[src/rtl/pcrs_map.svh]
`ifndef PCRS_MAP_SVH
`define PCRS_MAP_SVH
`define PCRS_CLK_MHZ 125
`define PCRS_SETTLE_US 100
`define PCRS_SETTLE_CYC (`PCRS_SETTLE_US * `PCRS_CLK_MHZ)
`define PCRS_MULT_MIN 6'h01
`define PCRS_MULT_MAX 6'h20
`define PCRS_GLITCH_CYC 8
`define PCRS_WAKE_CYC 4096
`define PCRS_RESET_VECTOR 32'h00000000
`define PCRS_RST_PLL_EN 1'b0
`define PCRS_RST_PLL_CONN 1'b0
`endif

[src/rtl/pcrs_pkg.sv]
package pcrs_pkg;
	typedef enum logic [1:0] {
		pcrs_div2_type_v = 2'b00,
		pcrs_div4_type_v = 2'b01,
		pcrs_div8_type_v = 2'b10,
		pcrs_div16_type_v = 2'b11
	} pcrs_div_type;
	typedef enum logic [1:0] {
		pcrs_st_hold = 2'b00,
		pcrs_st_wait_osc = 2'b01,
		pcrs_st_count = 2'b10,
		pcrs_st_run = 2'b11
	} pcrs_wake_type;
	typedef struct packed {
		logic enable;
		logic connect;
		logic [5:0] mult;
		pcrs_div_type div;
	} pcrs_cfg_type;
	typedef struct packed {
		logic pll_lock;
		logic pll_connected;
		logic sys_reset_n;
		logic [31:0] fetch_addr;
	} pcrs_stat_type;
endpackage : pcrs_pkg

[src/rtl/pcrs_sequencer.sv]
`timescale 1ns/1ps
`include "pcrs_map.svh"
module pcrs_sequencer import pcrs_pkg::*; #(
	parameter int settle_cyc = `PCRS_SETTLE_CYC,
	parameter int wake_cyc = `PCRS_WAKE_CYC
) (
	// clock and reset
	input wire logic clock,
	input wire logic resetn,
	// reset sources and oscillator/flash status (async pins)
	input wire logic reset_pin_n,
	input wire logic watchdog_reset,
	input wire logic osc_running,
	input wire logic flash_init_done,
	// power-down control from logic on this clock
	input wire logic power_down_req,
	input wire logic wake_event,
	// pll configuration
	input wire pcrs_cfg_type cfg,
	// status and clock controls
	output pcrs_stat_type status,
	output logic osc_enable,
	output logic clock_gate_en,
	output logic pll_run,
	output logic [5:0] pll_mult,
	output pcrs_div_type pll_div
);
	typedef struct packed {
		pcrs_wake_type st;
		logic [1:0] osc_sync;
		logic [1:0] flash_sync;
		logic [1:0] wdt_sync;
		logic pd;
		logic [31:0] wake_cnt;
		logic [31:0] settle_cnt;
		logic pll_en;
		logic lock;
		logic conn;
		logic [5:0] mult;
		pcrs_div_type div;
		pcrs_stat_type stat;
		logic osc_en;
		logic gate;
	} pcrs_seq_type;
	pcrs_seq_type s_r, s_nxt;
	logic pin_n_filt;
	logic chip_reset;
	// ----------------------------------------
	// reset pin glitch filter
	// ----------------------------------------
	pcrs_filter #(
		.width(4),
		.count(4'(`PCRS_GLITCH_CYC))
	) u_filter (
		.clock(clock),
		.resetn(resetn),
		.level_in(reset_pin_n),
		.level_out(pin_n_filt)
	);
	// ----------------------------------------
	// next-state logic
	// ----------------------------------------
	always_comb begin
		// ----------------------------------------
		// reset sources and input synchronisers
		// ----------------------------------------
		// pin goes through the filter; the rest are plain two-stage syncs
		chip_reset = !pin_n_filt || s_r.wdt_sync[1];
		s_nxt = s_r;
		s_nxt.osc_sync = {s_r.osc_sync[0], osc_running};
		s_nxt.flash_sync = {s_r.flash_sync[0], flash_init_done};
		s_nxt.wdt_sync = {s_r.wdt_sync[0], watchdog_reset};
		// ----------------------------------------
		// wake-up timer
		// ----------------------------------------
		case (s_r.st)
			pcrs_st_hold: begin
				s_nxt.wake_cnt = '0;
				s_nxt.osc_en = 1'b1;
				if (!chip_reset) begin
					s_nxt.st = pcrs_st_wait_osc;
				end
			end
			pcrs_st_wait_osc: begin
				if (s_r.osc_sync[1]) begin
					s_nxt.st = pcrs_st_count;
				end
			end
			pcrs_st_count: begin
				// counts oscillator-derived clocks once it runs
				if (!s_r.osc_sync[1]) begin
					s_nxt.st = pcrs_st_wait_osc;
					s_nxt.wake_cnt = '0;
				end else if (s_r.wake_cnt == 32'(wake_cyc - 1)) begin
					if (s_r.flash_sync[1] || s_r.pd) begin
						s_nxt.st = pcrs_st_run;
						s_nxt.gate = 1'b1;
						s_nxt.pd = 1'b0;
						// a power-down wake leaves the chip out of reset
						if (!s_r.pd) begin
							s_nxt.stat.sys_reset_n = 1'b1;
						end
					end
				end else begin
					s_nxt.wake_cnt = s_r.wake_cnt + 32'h00000001;
				end
			end
			pcrs_st_run: begin
				if (power_down_req) begin
					// clocks off, state kept
					s_nxt.osc_en = 1'b0;
					s_nxt.gate = 1'b0;
					s_nxt.pd = 1'b1;
					s_nxt.st = pcrs_st_hold;
				end
			end
			default: s_nxt.st = pcrs_st_hold;
		endcase
		// ----------------------------------------
		// power-down wake re-enters the timer
		// ----------------------------------------
		if (s_r.pd && s_r.st == pcrs_st_hold) begin
			s_nxt.osc_en = 1'b0;
			s_nxt.st = pcrs_st_hold;
			if (wake_event || chip_reset) begin
				s_nxt.osc_en = 1'b1;
				s_nxt.st = pcrs_st_wait_osc;
			end
		end
		// ----------------------------------------
		// pll configuration
		// ----------------------------------------
		// ignored in reset, so the pll stays bypassed until software acts
		if (s_r.stat.sys_reset_n) begin
			s_nxt.pll_en = cfg.enable;
			// zero would stall the loop, so it reads as one
			if (cfg.mult < `PCRS_MULT_MIN) begin
				s_nxt.mult = `PCRS_MULT_MIN;
			end else if (cfg.mult > `PCRS_MULT_MAX) begin
				s_nxt.mult = `PCRS_MULT_MAX;
			end else begin
				s_nxt.mult = cfg.mult;
			end
			s_nxt.div = cfg.div;
			s_nxt.conn = cfg.connect;
		end
		// ----------------------------------------
		// pll settling and lock
		// ----------------------------------------
		// any multiplier or divider change restarts the settle count
		if (!s_r.pll_en || s_r.mult != s_nxt.mult || s_r.div != s_nxt.div
				|| s_r.pd) begin
			s_nxt.settle_cnt = '0;
			s_nxt.lock = 1'b0;
		end else if (s_r.settle_cnt == 32'(settle_cyc - 1)) begin
			s_nxt.lock = 1'b1;
		end else begin
			s_nxt.settle_cnt = s_r.settle_cnt + 32'h00000001;
		end
		s_nxt.stat.pll_lock = s_nxt.lock;
		// ----------------------------------------
		// status
		// ----------------------------------------
		// pll output used only when running and connected
		s_nxt.stat.pll_connected = s_nxt.pll_en && s_nxt.conn;
		s_nxt.stat.fetch_addr = `PCRS_RESET_VECTOR;
		// ----------------------------------------
		// chip reset override
		// ----------------------------------------
		// chip reset wins: defaults restored, pll off and bypassed
		if (chip_reset) begin
			s_nxt.st = pcrs_st_hold;
			s_nxt.pd = 1'b0;
			s_nxt.gate = 1'b0;
			s_nxt.osc_en = 1'b1;
			s_nxt.stat.sys_reset_n = 1'b0;
			s_nxt.pll_en = `PCRS_RST_PLL_EN;
			s_nxt.conn = `PCRS_RST_PLL_CONN;
			s_nxt.lock = 1'b0;
			s_nxt.stat.pll_lock = 1'b0;
			s_nxt.stat.pll_connected = 1'b0;
			s_nxt.mult = `PCRS_MULT_MIN;
			s_nxt.div = pcrs_div2_type_v;
		end
	end
	// ----------------------------------------
	// state register
	// ----------------------------------------
	always_ff @(posedge clock or negedge resetn) begin
		if (!resetn) begin
			// every field named so reset values stay explicit
			s_r.st <= pcrs_st_hold;
			s_r.osc_sync <= 2'h0;
			s_r.flash_sync <= 2'h0;
			s_r.wdt_sync <= 2'h0;
			s_r.pd <= 1'b0;
			s_r.wake_cnt <= 32'h00000000;
			s_r.settle_cnt <= 32'h00000000;
			s_r.pll_en <= `PCRS_RST_PLL_EN;
			s_r.lock <= 1'b0;
			s_r.conn <= `PCRS_RST_PLL_CONN;
			s_r.mult <= `PCRS_MULT_MIN;
			s_r.div <= pcrs_div2_type_v;
			s_r.stat.pll_lock <= 1'b0;
			s_r.stat.pll_connected <= 1'b0;
			s_r.stat.sys_reset_n <= 1'b0;
			s_r.stat.fetch_addr <= `PCRS_RESET_VECTOR;
			s_r.osc_en <= 1'b1;
			s_r.gate <= 1'b0;
		end else begin
			s_r <= s_nxt;
		end
	end
	// ----------------------------------------
	// outputs
	// ----------------------------------------
	// all outputs come straight from the state register
	assign status = s_r.stat;
	assign osc_enable = s_r.osc_en;
	assign clock_gate_en = s_r.gate;
	assign pll_run = s_r.pll_en;
	assign pll_mult = s_r.mult;
	assign pll_div = s_r.div;
endmodule : pcrs_sequencer

[src/rtl/pcrs_filter.sv]
`timescale 1ns/1ps
module pcrs_filter import pcrs_pkg::*; #(
	parameter int width = 4,
	parameter logic [width-1:0] count = 4'h8
) (
	// clock and reset
	input wire logic clock,
	input wire logic resetn,
	// level in and filtered level out
	input wire logic level_in,
	output logic level_out
);
	typedef struct packed {
		logic [1:0] sync;
		logic [width-1:0] cnt;
		logic out;
	} pcrs_filt_type;
	pcrs_filt_type s_r, s_nxt;
	// ----------------------------------------
	// two-stage sync then stability counter
	// ----------------------------------------
	always_comb begin
		s_nxt = s_r;
		s_nxt.sync = {s_r.sync[0], level_in};
		if (s_r.sync[1] == s_r.out) begin
			s_nxt.cnt = '0;
		end else if (s_r.cnt == count - 1'b1) begin
			s_nxt.out = s_r.sync[1];
			s_nxt.cnt = '0;
		end else begin
			s_nxt.cnt = s_r.cnt + 1'b1;
		end
	end
	// starts in the asserted (low) state
	always_ff @(posedge clock or negedge resetn) begin
		if (!resetn) begin
			s_r <= '0;
		end else begin
			s_r <= s_nxt;
		end
	end
	assign level_out = s_r.out;
endmodule : pcrs_filter

[config.mk]
export PLATFORM = sky130hd
export DESIGN_NAME = pcrs_sequencer
export DESIGN_NICKNAME = d
export VERILOG_FILES = /design/src/rtl/pcrs_pkg.sv /design/src/rtl/pcrs_sequencer.sv /design/src/rtl/pcrs_filter.sv
export VERILOG_INCLUDE_DIRS = /design/src /design/src/rtl
export SDC_FILE = /design/constraint.sdc
export NUM_CORES = 1
export LEC_CHECK = 0
export BUFFER_PORTS_ARGS = -buffer_cell sky130_fd_sc_hd__clkbuf_2
export CORE_MARGIN = 5
export CORE_UTILIZATION = 53
export CTS_CLUSTER_SIZE = 10
export DETAILED_ROUTE_END_ITERATION = 6
export PLACE_DENSITY = 0.81
export RECOVER_POWER = 50
export SLEW_MARGIN = 0
export SYNTH_ARGS = -nofsm -noshare
export SYNTH_HDL_FRONTEND = slang
export SYNTH_SLANG_ARGS = --single-unit
[constraint.sdc]
create_clock -name clock -period 2.4 [get_ports clock]
set_clock_uncertainty 0.15 [all_clocks]
set_input_delay 0.24 -clock clock [delete_from_list [all_inputs] [get_ports clock]]
set_output_delay 0.24 -clock clock [all_outputs]
set_load 0.05 [all_outputs]
==> results_dict.tcl, run 1 <==
set metrics [dict create \
    outcome "finished with violations" \
    violations "max-capacitance violations, max-slew violations" \
    rrSetupSlack_ps 90 \
    htreeDepth 3 \
    grt_max_degree 70 \
    async_flop_share_pct 100 \
    grtUsageTotal_pct 19.2 \
    pwr-share-comb_pct 11.5 \
    start_kind "flop" \
    finalSetupViolCount 0 \
    ys_seq_elements 95 \
    clk_latency_ps 360 \
    nets 604 \
    gp_congestion 0.819 \
    synth_enable_flop_cells 0 \
    fmax_mhz 434 \
    p_switching_mw 0.848 \
    ff2ff_path_depth 5 \
    vias_per_cell 5.79 \
    utilization_pct 58.4 \
    leakagePower_nw 2.39 \
    layout_commonest_cell "dfrtp_1" \
    hpwlAfterDp_mm 7.64 \
    seq_power_share_pct 54.9 \
    clock-sinks 95 \
    hold_path_startpoint "cfg[0]" \
    path_clk_slew_ps 100 \
    die_w_um 110 \
    rsz0062_at_grt "no" \
    crit_fanout 4 \
    regToRegEndpoint "s_r[49]" \
    core_area_um2 9730 \
    n_antenna_cell 0 \
    crit_type "reg -> reg" \
    endpoint_kind "flop" \
    wl_per_cell_um 15.2 \
    maxCapViolCount 1 \
    first_iter_violations 299 \
    crit_arrival_ps 2400 \
    seq_area_frac_synth_pct 45.2 \
    hold_viol_final 0 \
    io_buffers 31 \
    critPathRequiredTime_ps 2490 \
    holdPathStages 3 \
    ys.flop_type "dfrtp_1" \
    netlist_instances 550 \
    r2r_start "s_r[57]" \
    die-area_um2 12000 \
    clock_path_buffers 2 \
    ant_nets 0 \
    avgSynthCellArea_um2 9.56 \
    via_count 4178 \
    ys_warn_count 0 \
    layout_common_cells "93 x dfrtp_1, 42 x nand2_1, 39 x nor3_1, 35 x nand3_1, 33 x xor2_1" \
    antenna_found_initial 0 \
    dieHeight_um 110 \
    relSlewSlack_pct -2.88 \
    syn_to_final_growth_pct 8.06 \
    grt_pass1_vias 4032 \
    drcViolationCount 0 \
    fillers 830 \
    gr-total-overflow 0 \
    wl_mm 11.0 \
    initial_core_util_pct 54.1 \
    intPower_mw 2.19 \
    cts_root_buffer "clkbuf_8" \
    tightest_slew_ps 1540 \
    powerDensity_nw_per_um2 535 \
    cts_made_buffers 9 \
    period_share_pct 96.1 \
    fin_crit_ps 2310 \
    rows 36 \
    drv_slew 27 \
    tns_ps 0 \
    yosysUniqueCellTypes 56 \
    netSwitchingFraction_pct 27.9 \
    drive_above_1_share_pct 13.8 \
    clkPwrFrac_pct 33.6 \
    max-vdd-ir-drop_uv 322 \
    grt_pass1_wl_mm 18.7 \
    syn_area_um2 5260 \
    min_to "pll_div[0]" \
    drtPass1Iterations 5 \
    holdCritPathClass "in -> reg" \
    ios 64 \
    cts_tree "yes" \
]
kinds of logic after synthesis:
group,Yosys count,share of synthesized area [%]
other,1,0.0713
buffers and inverters,71,8.42
flip-flops,95,45.2
adder cells (fa/ha/maj),3,0.714
AO/OA/AOI/OAI,70,8.71
XOR/XNOR,45,7.49
multiplexers,9,1.76
AND/OR/NAND/NOR,256,27.6
synth_stat cells (2+ instances only):
library cell  instances  share of area (%)
a21oi_1              22                2.1
a31oi_1               3               0.36
and2_1                4               0.48
and3_1                9                1.1
and3b_1               2               0.33
and4_1                7                1.2
buf_1                 3               0.21
buf_4                43                6.1
buf_6                 2               0.43
clkbuf_1             17                1.2
dfrtp_1              93                 44
dfstp_2               2                1.0
ha_1                  3               0.71
inv_1                 6               0.43
mux2_2                2               0.43
mux2i_1               7                1.3
nand2_1              42                3.0
nand2b_1              7               0.83
nand3_1              35                3.3
nand3b_1              5               0.71
nand4_1              22                2.6
nor2_1               32                2.3
nor2b_1               7               0.83
nor3_1               39                3.7
nor4_1               18                2.1
nor4_4                2               0.81
o211ai_1              6               0.86
o21ai_0              12                1.1
o21ai_1               3               0.29
o311ai_0              6                1.0
o31ai_1               5               0.71
o41ai_1               4               0.67
or3_1                 5               0.59
or4_1                 9                1.3
or4_4                 2               0.43
xnor2_1              12                2.0
xor2_1               33                5.5
per-stage QoR:
| step | instances | setup WS, ps | power [mW] | hold WS [ps] | area, µm² |
|---|---|---|---|---|---|
| 4_1_cts | 717 | 79.0 | 3.06 | 4.34 | 5660 |
| 3_5_place_dp | 696 | 95.5 | 2.05 | 32.2 | 5410 |
| 2_1_floorplan | 581 | 149 | 1.98 | -206 | 5380 |
| 3_3_place_gp | 696 | 146 | 2.04 | 23.4 | 5410 |
| 5_1_grt | 721 | 2.65 | 3.17 | 1.80 | 5680 |
| 6_report | 721 | 94.2 | 3.04 | 12.4 | 5680 |
per-layer routing:
layer	vias up	GRT usage, %	wire length [µm]
met2	115	31.0	5310
met5	-	0	0
li1	1993	-	-
met1	2056	26.6	5050
met3	14	3.29	497
met4	0	5.52	121
registers in the layout (all words and copies together), names as in the netlist, 2 cells and up:
| signal | cells |
|---|---|
| u_filter.s_r | 5 |
| pll_div | 2 |
| status | 2 |
| s_r | 72 |
| s_nxt | 3 |
| pll_mult | 6 |
power groups by stage:
stage	Clock, mW	Combinational [mW]	Sequential, mW
after floorplan	0	0.286	1.69
after global placement	0	0.339	1.70
after detailed placement	0	0.345	1.70
after CTS	1.04	0.354	1.67
after global routing	1.11	0.384	1.68
final	1.02	0.351	1.67
area by class of cell:
cell class	count	area, µm²	area share (%)
Tap cell	133	166	2.93
Sequential cell	95	2380	41.9
Inverter	6	22.5	0.396
Clock inverter	3	23.8	0.418
Multi-Input combinational cell	415	2560	45.0
Timing Repair Buffer	56	363	6.38
Clock buffer	13	169	2.97
critical path: stages (launching register included):
cell,delay [ps]
dfrtp_1,430
or4b_2,650
or4_4,550
nor2_4,130
mux2i_1,220
nor3_2,50
worst max-delay path by stage:
| stage | startpoint | end | slack, ps | cells past startpoint |
|---|---|---|---|---|
| floorplan | s_r[62] | s_r[49] | 150 | 5 |
| global placement | s_r[57] | s_r[49] | 150 | 5 |
| detailed placement | s_r[57] | s_r[49] | 100 | 5 |
| CTS | s_r[57] | s_r[49] | 80 | 5 |
| global route | s_r[80] | s_r[99] | 3 | 7 |
| finish | s_r[57] | s_r[49] | 90 | 5 |
repair_timing:
action	in CTS	in global routing
gates resized for setup	0	1
hold buffers	5	0
hold endpoints to repair	30	0
setup buffers	0	4
setup endpoints to repair	0	3
Note: power is estimated with default switching activity, not from simulation.
==> run 2, diff against run 1 <==
--- a/config.mk
+++ b/config.mk
@@ -7,12 +7,12 @@
 export NUM_CORES = 1
 export LEC_CHECK = 0
 export BUFFER_PORTS_ARGS = -buffer_cell sky130_fd_sc_hd__clkbuf_2
-export CORE_MARGIN = 5
 export CORE_UTILIZATION = 53
 export CTS_CLUSTER_SIZE = 10
 export DETAILED_ROUTE_END_ITERATION = 6
 export PLACE_DENSITY = 0.81
 export RECOVER_POWER = 50
+export SETUP_SLACK_MARGIN = 0.5
 export SLEW_MARGIN = 0
 export SYNTH_ARGS = -nofsm -noshare
 export SYNTH_HDL_FRONTEND = slang
==> results_dict.tcl, run 2 (synthesis results as in run 1) <==
set metrics [dict create \
    outcome "finished with violations" \
    violations "negative hold slack" \
    regToRegEndpoint "s_r[82]" \
    crit_cells 7 \
    top_register "s_r" \
    crit_end "s_r[82]" \
    cts_tree "yes" \
    ant_nets 0 \
    start_kind "flop" \
    io_buffers 31 \
    antenna_found_initial 0 \
    crit_arrival_ps 2390 \
    clk_latency_ps 370 \
    syn_to_final_growth_pct 21.3 \
    tns_ps 0 \
    nets 654 \
    ff2ff_path_depth 7 \
    gr-total-overflow 0 \
    drv_slew 0 \
    leakagePower_nw 2.72 \
    max-vdd-ir-drop_uv 387 \
    clock_path_buffers 2 \
    r2r_start "s_r[107]" \
    layout_commonest_cell "dfrtp_1" \
    initial_core_util_pct 55.9 \
    power_mw 3.09 \
    fmax_mhz 438 \
    ios 64 \
    slowest_stage "dfrtp_1" \
    grt_pass1_wl_mm 19.7 \
    dieHeight_um 102 \
    cp_top_family "simple AND/OR/NAND/NOR gates" \
    holdCritPathClass "in -> reg" \
    drtPass1Iterations 5 \
    rsz0062_at_grt "yes" \
    path_clk_slew_ps 110 \
    fin_crit_ps 2290 \
    wl_mm 13.6 \
    finalSetupViolCount 0 \
    hold_viol_final 1 \
    die_w_um 102 \
    crit_fanout 5 \
    critPathRequiredTime_ps 2510 \
    n_antenna_cell 0 \
    via_count 4718 \
    cts_root_buffer "clkbuf_8" \
    startpoint "s_r[107]" \
    first_iter_violations 403 \
    drive_above_1_share_pct 29.9 \
    drcViolationCount 0 \
    wl_per_cell_um 17.7 \
    utilization_pct 67.8 \
    powerDensity_nw_per_um2 484 \
    whs_ps -1.22 \
    grt_max_degree 43 \
    vias_per_cell 6.15 \
    cts_made_buffers 9 \
    layout_common_cells "80 x dfrtp_1, 57 x buf_4, 39 x nand2_1, 37 x nor3_1, 33 x xor2_1" \
    fillers 643 \
    largest_register_ffs 72 \
    rrSetupSlack_ps 110 \
    cpPeakStageDelay_ps 460 \
    crit_type "reg -> reg" \
    hpwlAfterDp_mm 7.42 \
    gp_congestion 0.889 \
    core_area_um2 9420 \
    endpoint_kind "flop" \
    pre_cts_ws_ps 83.4 \
    crit_buf_inv 2 \
    grt_pass1_vias 4167 \
    relSlewSlack_pct 29.8 \
    grtUsageTotal_pct 24.2 \
    maxCapViolCount 0 \
    rows 35 \
    die-area_um2 10300 \
    clock-sinks 95 \
    period_share_pct 95.2 \
    crit_chain "nor4_1, nand2_1, nor4_4, buf_4, buf_6, o211ai_1, o31ai_1" \
    setup_ws_ps 115 \
    tightest_slew_ps 1050 \
    htreeDepth 3 \
]
## run 2: metal layers
| layer | share of wire, % | GRT usage, % | vias up |
|---|---|---|---|
| li1 | - | - | 2101 |
| met1 | 41 | 32.6 | 2295 |
| met2 | 48 | 38.8 | 265 |
| met3 | 7.1 | 4.21 | 57 |
| met4 | 3.7 | 10.1 | 0 |
| met5 | 0 | 0 | - |
## run 2: final cells by class
type | count | area [µm²] | area share [%]
clock buffer | 9 | 124 | 1.94
timing repair buffer | 106 | 776 | 12.2
sequential | 95 | 2400 | 37.5
tap | 129 | 161 | 2.53
clock inverter | 7 | 63.8 | 1.00
inverter | 6 | 22.5 | 0.353
multi-input combinational | 415 | 2840 | 44.5
## run 2: how the worst min path moves through the flow
| stage | from | to | slack (ps) | cells after the start |
|---|---|---|---|---|
| 2_1_floorplan | resetn | clock_gate_en | -210 | 0 |
| 3_3_place_gp | resetn | s_r[98] | 130 | 1 |
| 3_5_place_dp | resetn | s_r[98] | 130 | 1 |
| 4_1_cts | cfg[1] | pll_div[1] | 1 | 3 |
| 5_1_grt | cfg[8] | s_r[45] | 10 | 3 |
| 6_report | cfg[1] | pll_div[1] | -1 | 3 |
## run 2: through the flow
stage | instances | cell area [µm²] | hold slack (ps)
after floorplan | 581 | 5400 | -206
after global placement | 694 | 5450 | 127
after detailed placement | 694 | 5450 | 127
after CTS | 742 | 6010 | 1.01
after global routing | 767 | 6380 | 10.1
final | 767 | 6380 | -1.22
## run 2: worst register-to-register path, stage by stage (launching register included)
cell and delay (ps):
dfrtp_1 460, nor4_1 390, nand2_1 270, nor4_4 390, buf_4 190, buf_6 140, o211ai_1 90, o31ai_1 100
## run 2: power by group
group,switching (mW),internal (mW)
Sequential,0.0372,1.64
Combinational,0.284,0.0910
Clock,0.642,0.401
## run 2: timing repair
action | CTS | global route
pin swaps | 31 | 18
gates cloned | 3 | 0
hold buffers | 6 | 0
endpoints found under the hold margin | 44 | 0
setup buffers | 23 | 25
gates resized for setup | 34 | 46
setup endpoints to repair | 44 | 68
==> run 3, diff against run 2 <==
--- a/config.mk
+++ b/config.mk
@@ -11,8 +11,8 @@
 export CTS_CLUSTER_SIZE = 10
 export DETAILED_ROUTE_END_ITERATION = 6
 export PLACE_DENSITY = 0.81
-export RECOVER_POWER = 50
 export SETUP_SLACK_MARGIN = 0.5
+export SKIP_LAST_GASP = 1
 export SLEW_MARGIN = 0
 export SYNTH_ARGS = -nofsm -noshare
 export SYNTH_HDL_FRONTEND = slang
==> results_dict.tcl, run 3 (synthesis results as in run 1) <==
set metrics [dict create \
    crit_chain "nor4_1, nand2_1, nor4_4, buf_4, buf_6, o211ai_1, o31ai_1" \
    clock-sinks 95 \
    grt_pass1_vias 4167 \
    top_register "s_r" \
    leakagePower_nw 2.73 \
    tns_ps 0 \
    gp_congestion 0.889 \
    path_clk_slew_ps 110 \
    start_kind "flop" \
    power_mw 3.10 \
    intPower_mw 2.13 \
    layout_common_cells "80 x dfrtp_1, 59 x buf_4, 39 x nand2_1, 37 x nor3_1, 33 x xor2_1" \
    grt_max_degree 43 \
    drcViolationCount 0 \
    clock_path_buffers 2 \
    critPathRequiredTime_ps 2510 \
    regToRegEndpoint "s_r[82]" \
    rows 35 \
    grtUsageTotal_pct 24.2 \
    utilization_pct 68.0 \
    max-vdd-ir-drop_uv 390 \
    finalSetupViolCount 0 \
    hold_path_startpoint "cfg[8]" \
    crit_buf_inv 2 \
    maxCapViolCount 0 \
    n_antenna_cell 0 \
    die_w_um 102 \
    dpl_cell_area_um2 5450 \
    min_to "s_r[45]" \
    r2r_start "s_r[107]" \
    powerDensity_nw_per_um2 484 \
    dieHeight_um 102 \
    rsz0062_at_grt "yes" \
    crit_type "reg -> reg" \
    cts_root_buffer "clkbuf_8" \
    largest_register_ffs 72 \
    holdPathStages 3 \
    initial_core_util_pct 55.9 \
    hold_viol_final 2 \
    nets 654 \
    via_count 4804 \
    pre_cts_ws_ps 83.4 \
    layout_commonest_cell "dfrtp_1" \
    whs_ps -0.371 \
    cts_tree "yes" \
    ios 64 \
    seq_power_share_pct 54.0 \
    crit_fanout 5 \
    tightest_slew_ps 690 \
    cp_top_family "simple AND/OR/NAND/NOR gates" \
    fin_crit_ps 2270 \
    die-area_um2 10300 \
    wl_per_cell_um 17.7 \
    dpl.cell_count 694 \
    endpoint_kind "flop" \
    fin_cells 767 \
    drtPass1Iterations 7 \
    crit_arrival_ps 2380 \
    violations "negative hold slack" \
    antenna_found_initial 0 \
    hpwlAfterDp_mm 7.42 \
    period_share_pct 94.6 \
    wl_mm 13.6 \
    outcome "finished with violations" \
    core_area_um2 9420 \
    ff2ff_path_depth 7 \
    vias_per_cell 6.26 \
    clkPwrFrac_pct 33.8 \
    p_switching_mw 0.964 \
    grt_pass1_wl_mm 19.7 \
    first_iter_violations 468 \
    pwr-share-comb_pct 12.2 \
    syn_to_final_growth_pct 21.7 \
    gr-total-overflow 0 \
    cts_made_buffers 9 \
    drive_above_1_share_pct 29.9 \
    fmax_mhz 441 \
    slowest_stage "dfrtp_1" \
    netSwitchingFraction_pct 31.1 \
    ant_nets 0 \
    cpPeakStageDelay_ps 460 \
    relSlewSlack_pct 54.0 \
    htreeDepth 3 \
    rrSetupSlack_ps 130 \
    drv_slew 0 \
    holdCritPathClass "in -> reg" \
    io_buffers 31 \
    setup_ws_ps 130 \
    finalInstanceArea_um2 6400 \
    clk_latency_ps 380 \
]
run 3: layout make-up:
class	instances	area, µm²
inverters	6	22.5
fillers	641	3020
clock inverters	7	63.8
flip-flops and latches	95	2400
clock buffers	9	124
repair buffers	106	793
multi-input cells	415	2840
well taps	129	161
run 3: worst max-delay path by stage:
stage / start / endpoint / slack [ps] / depth (start not counted)
global placement: s_r[48] / s_r[49] / 140 / 6
global route: s_r[105] / s_r[86] / 70 / 7
CTS: s_r[57] / s_r[49] / 240 / 5
detailed placement: s_r[48] / s_r[49] / 80 / 6
floorplan: s_r[48] / s_r[49] / 180 / 6
finish: s_r[107] / s_r[82] / 130 / 7
run 3: power groups by stage:
stage	clock network, mW	logic, mW	registers [mW]
2_1_floorplan	0	0.288	1.69
3_3_place_gp	0	0.347	1.70
3_5_place_dp	0	0.353	1.70
4_1_cts	1.04	0.365	1.67
5_1_grt	1.12	0.407	1.68
6_report	1.05	0.378	1.67
run 3: worst reg2reg max path: stages (launching register included):
cell      delay [ps]
dfrtp_1          460
nor4_1           380
nand2_1          270
nor4_4           390
buf_4            190
buf_6            140
o211ai_1          90
o31ai_1          110
run 3: routing by layer:
| metal | global-route usage [%] | routed length, µm | vias up |
|---|---|---|---|
| met1 | 32.6 | 5400 | 2317 |
| li1 | - | - | 2100 |
| met3 | 4.21 | 1040 | 85 |
| met5 | 0 | 0 | - |
| met4 | 10.1 | 626 | 0 |
| met2 | 38.8 | 6530 | 302 |
run 3: repair_timing:
item                                    4_1_cts  5_1_grt
endpoints found under the setup margin       44       68
hold buffers                                  6        0
pin swaps                                    31       18
endpoints found under the hold margin        44        0
gates resized for setup                      34       46
gates cloned                                  3        0
setup buffers                                23       25
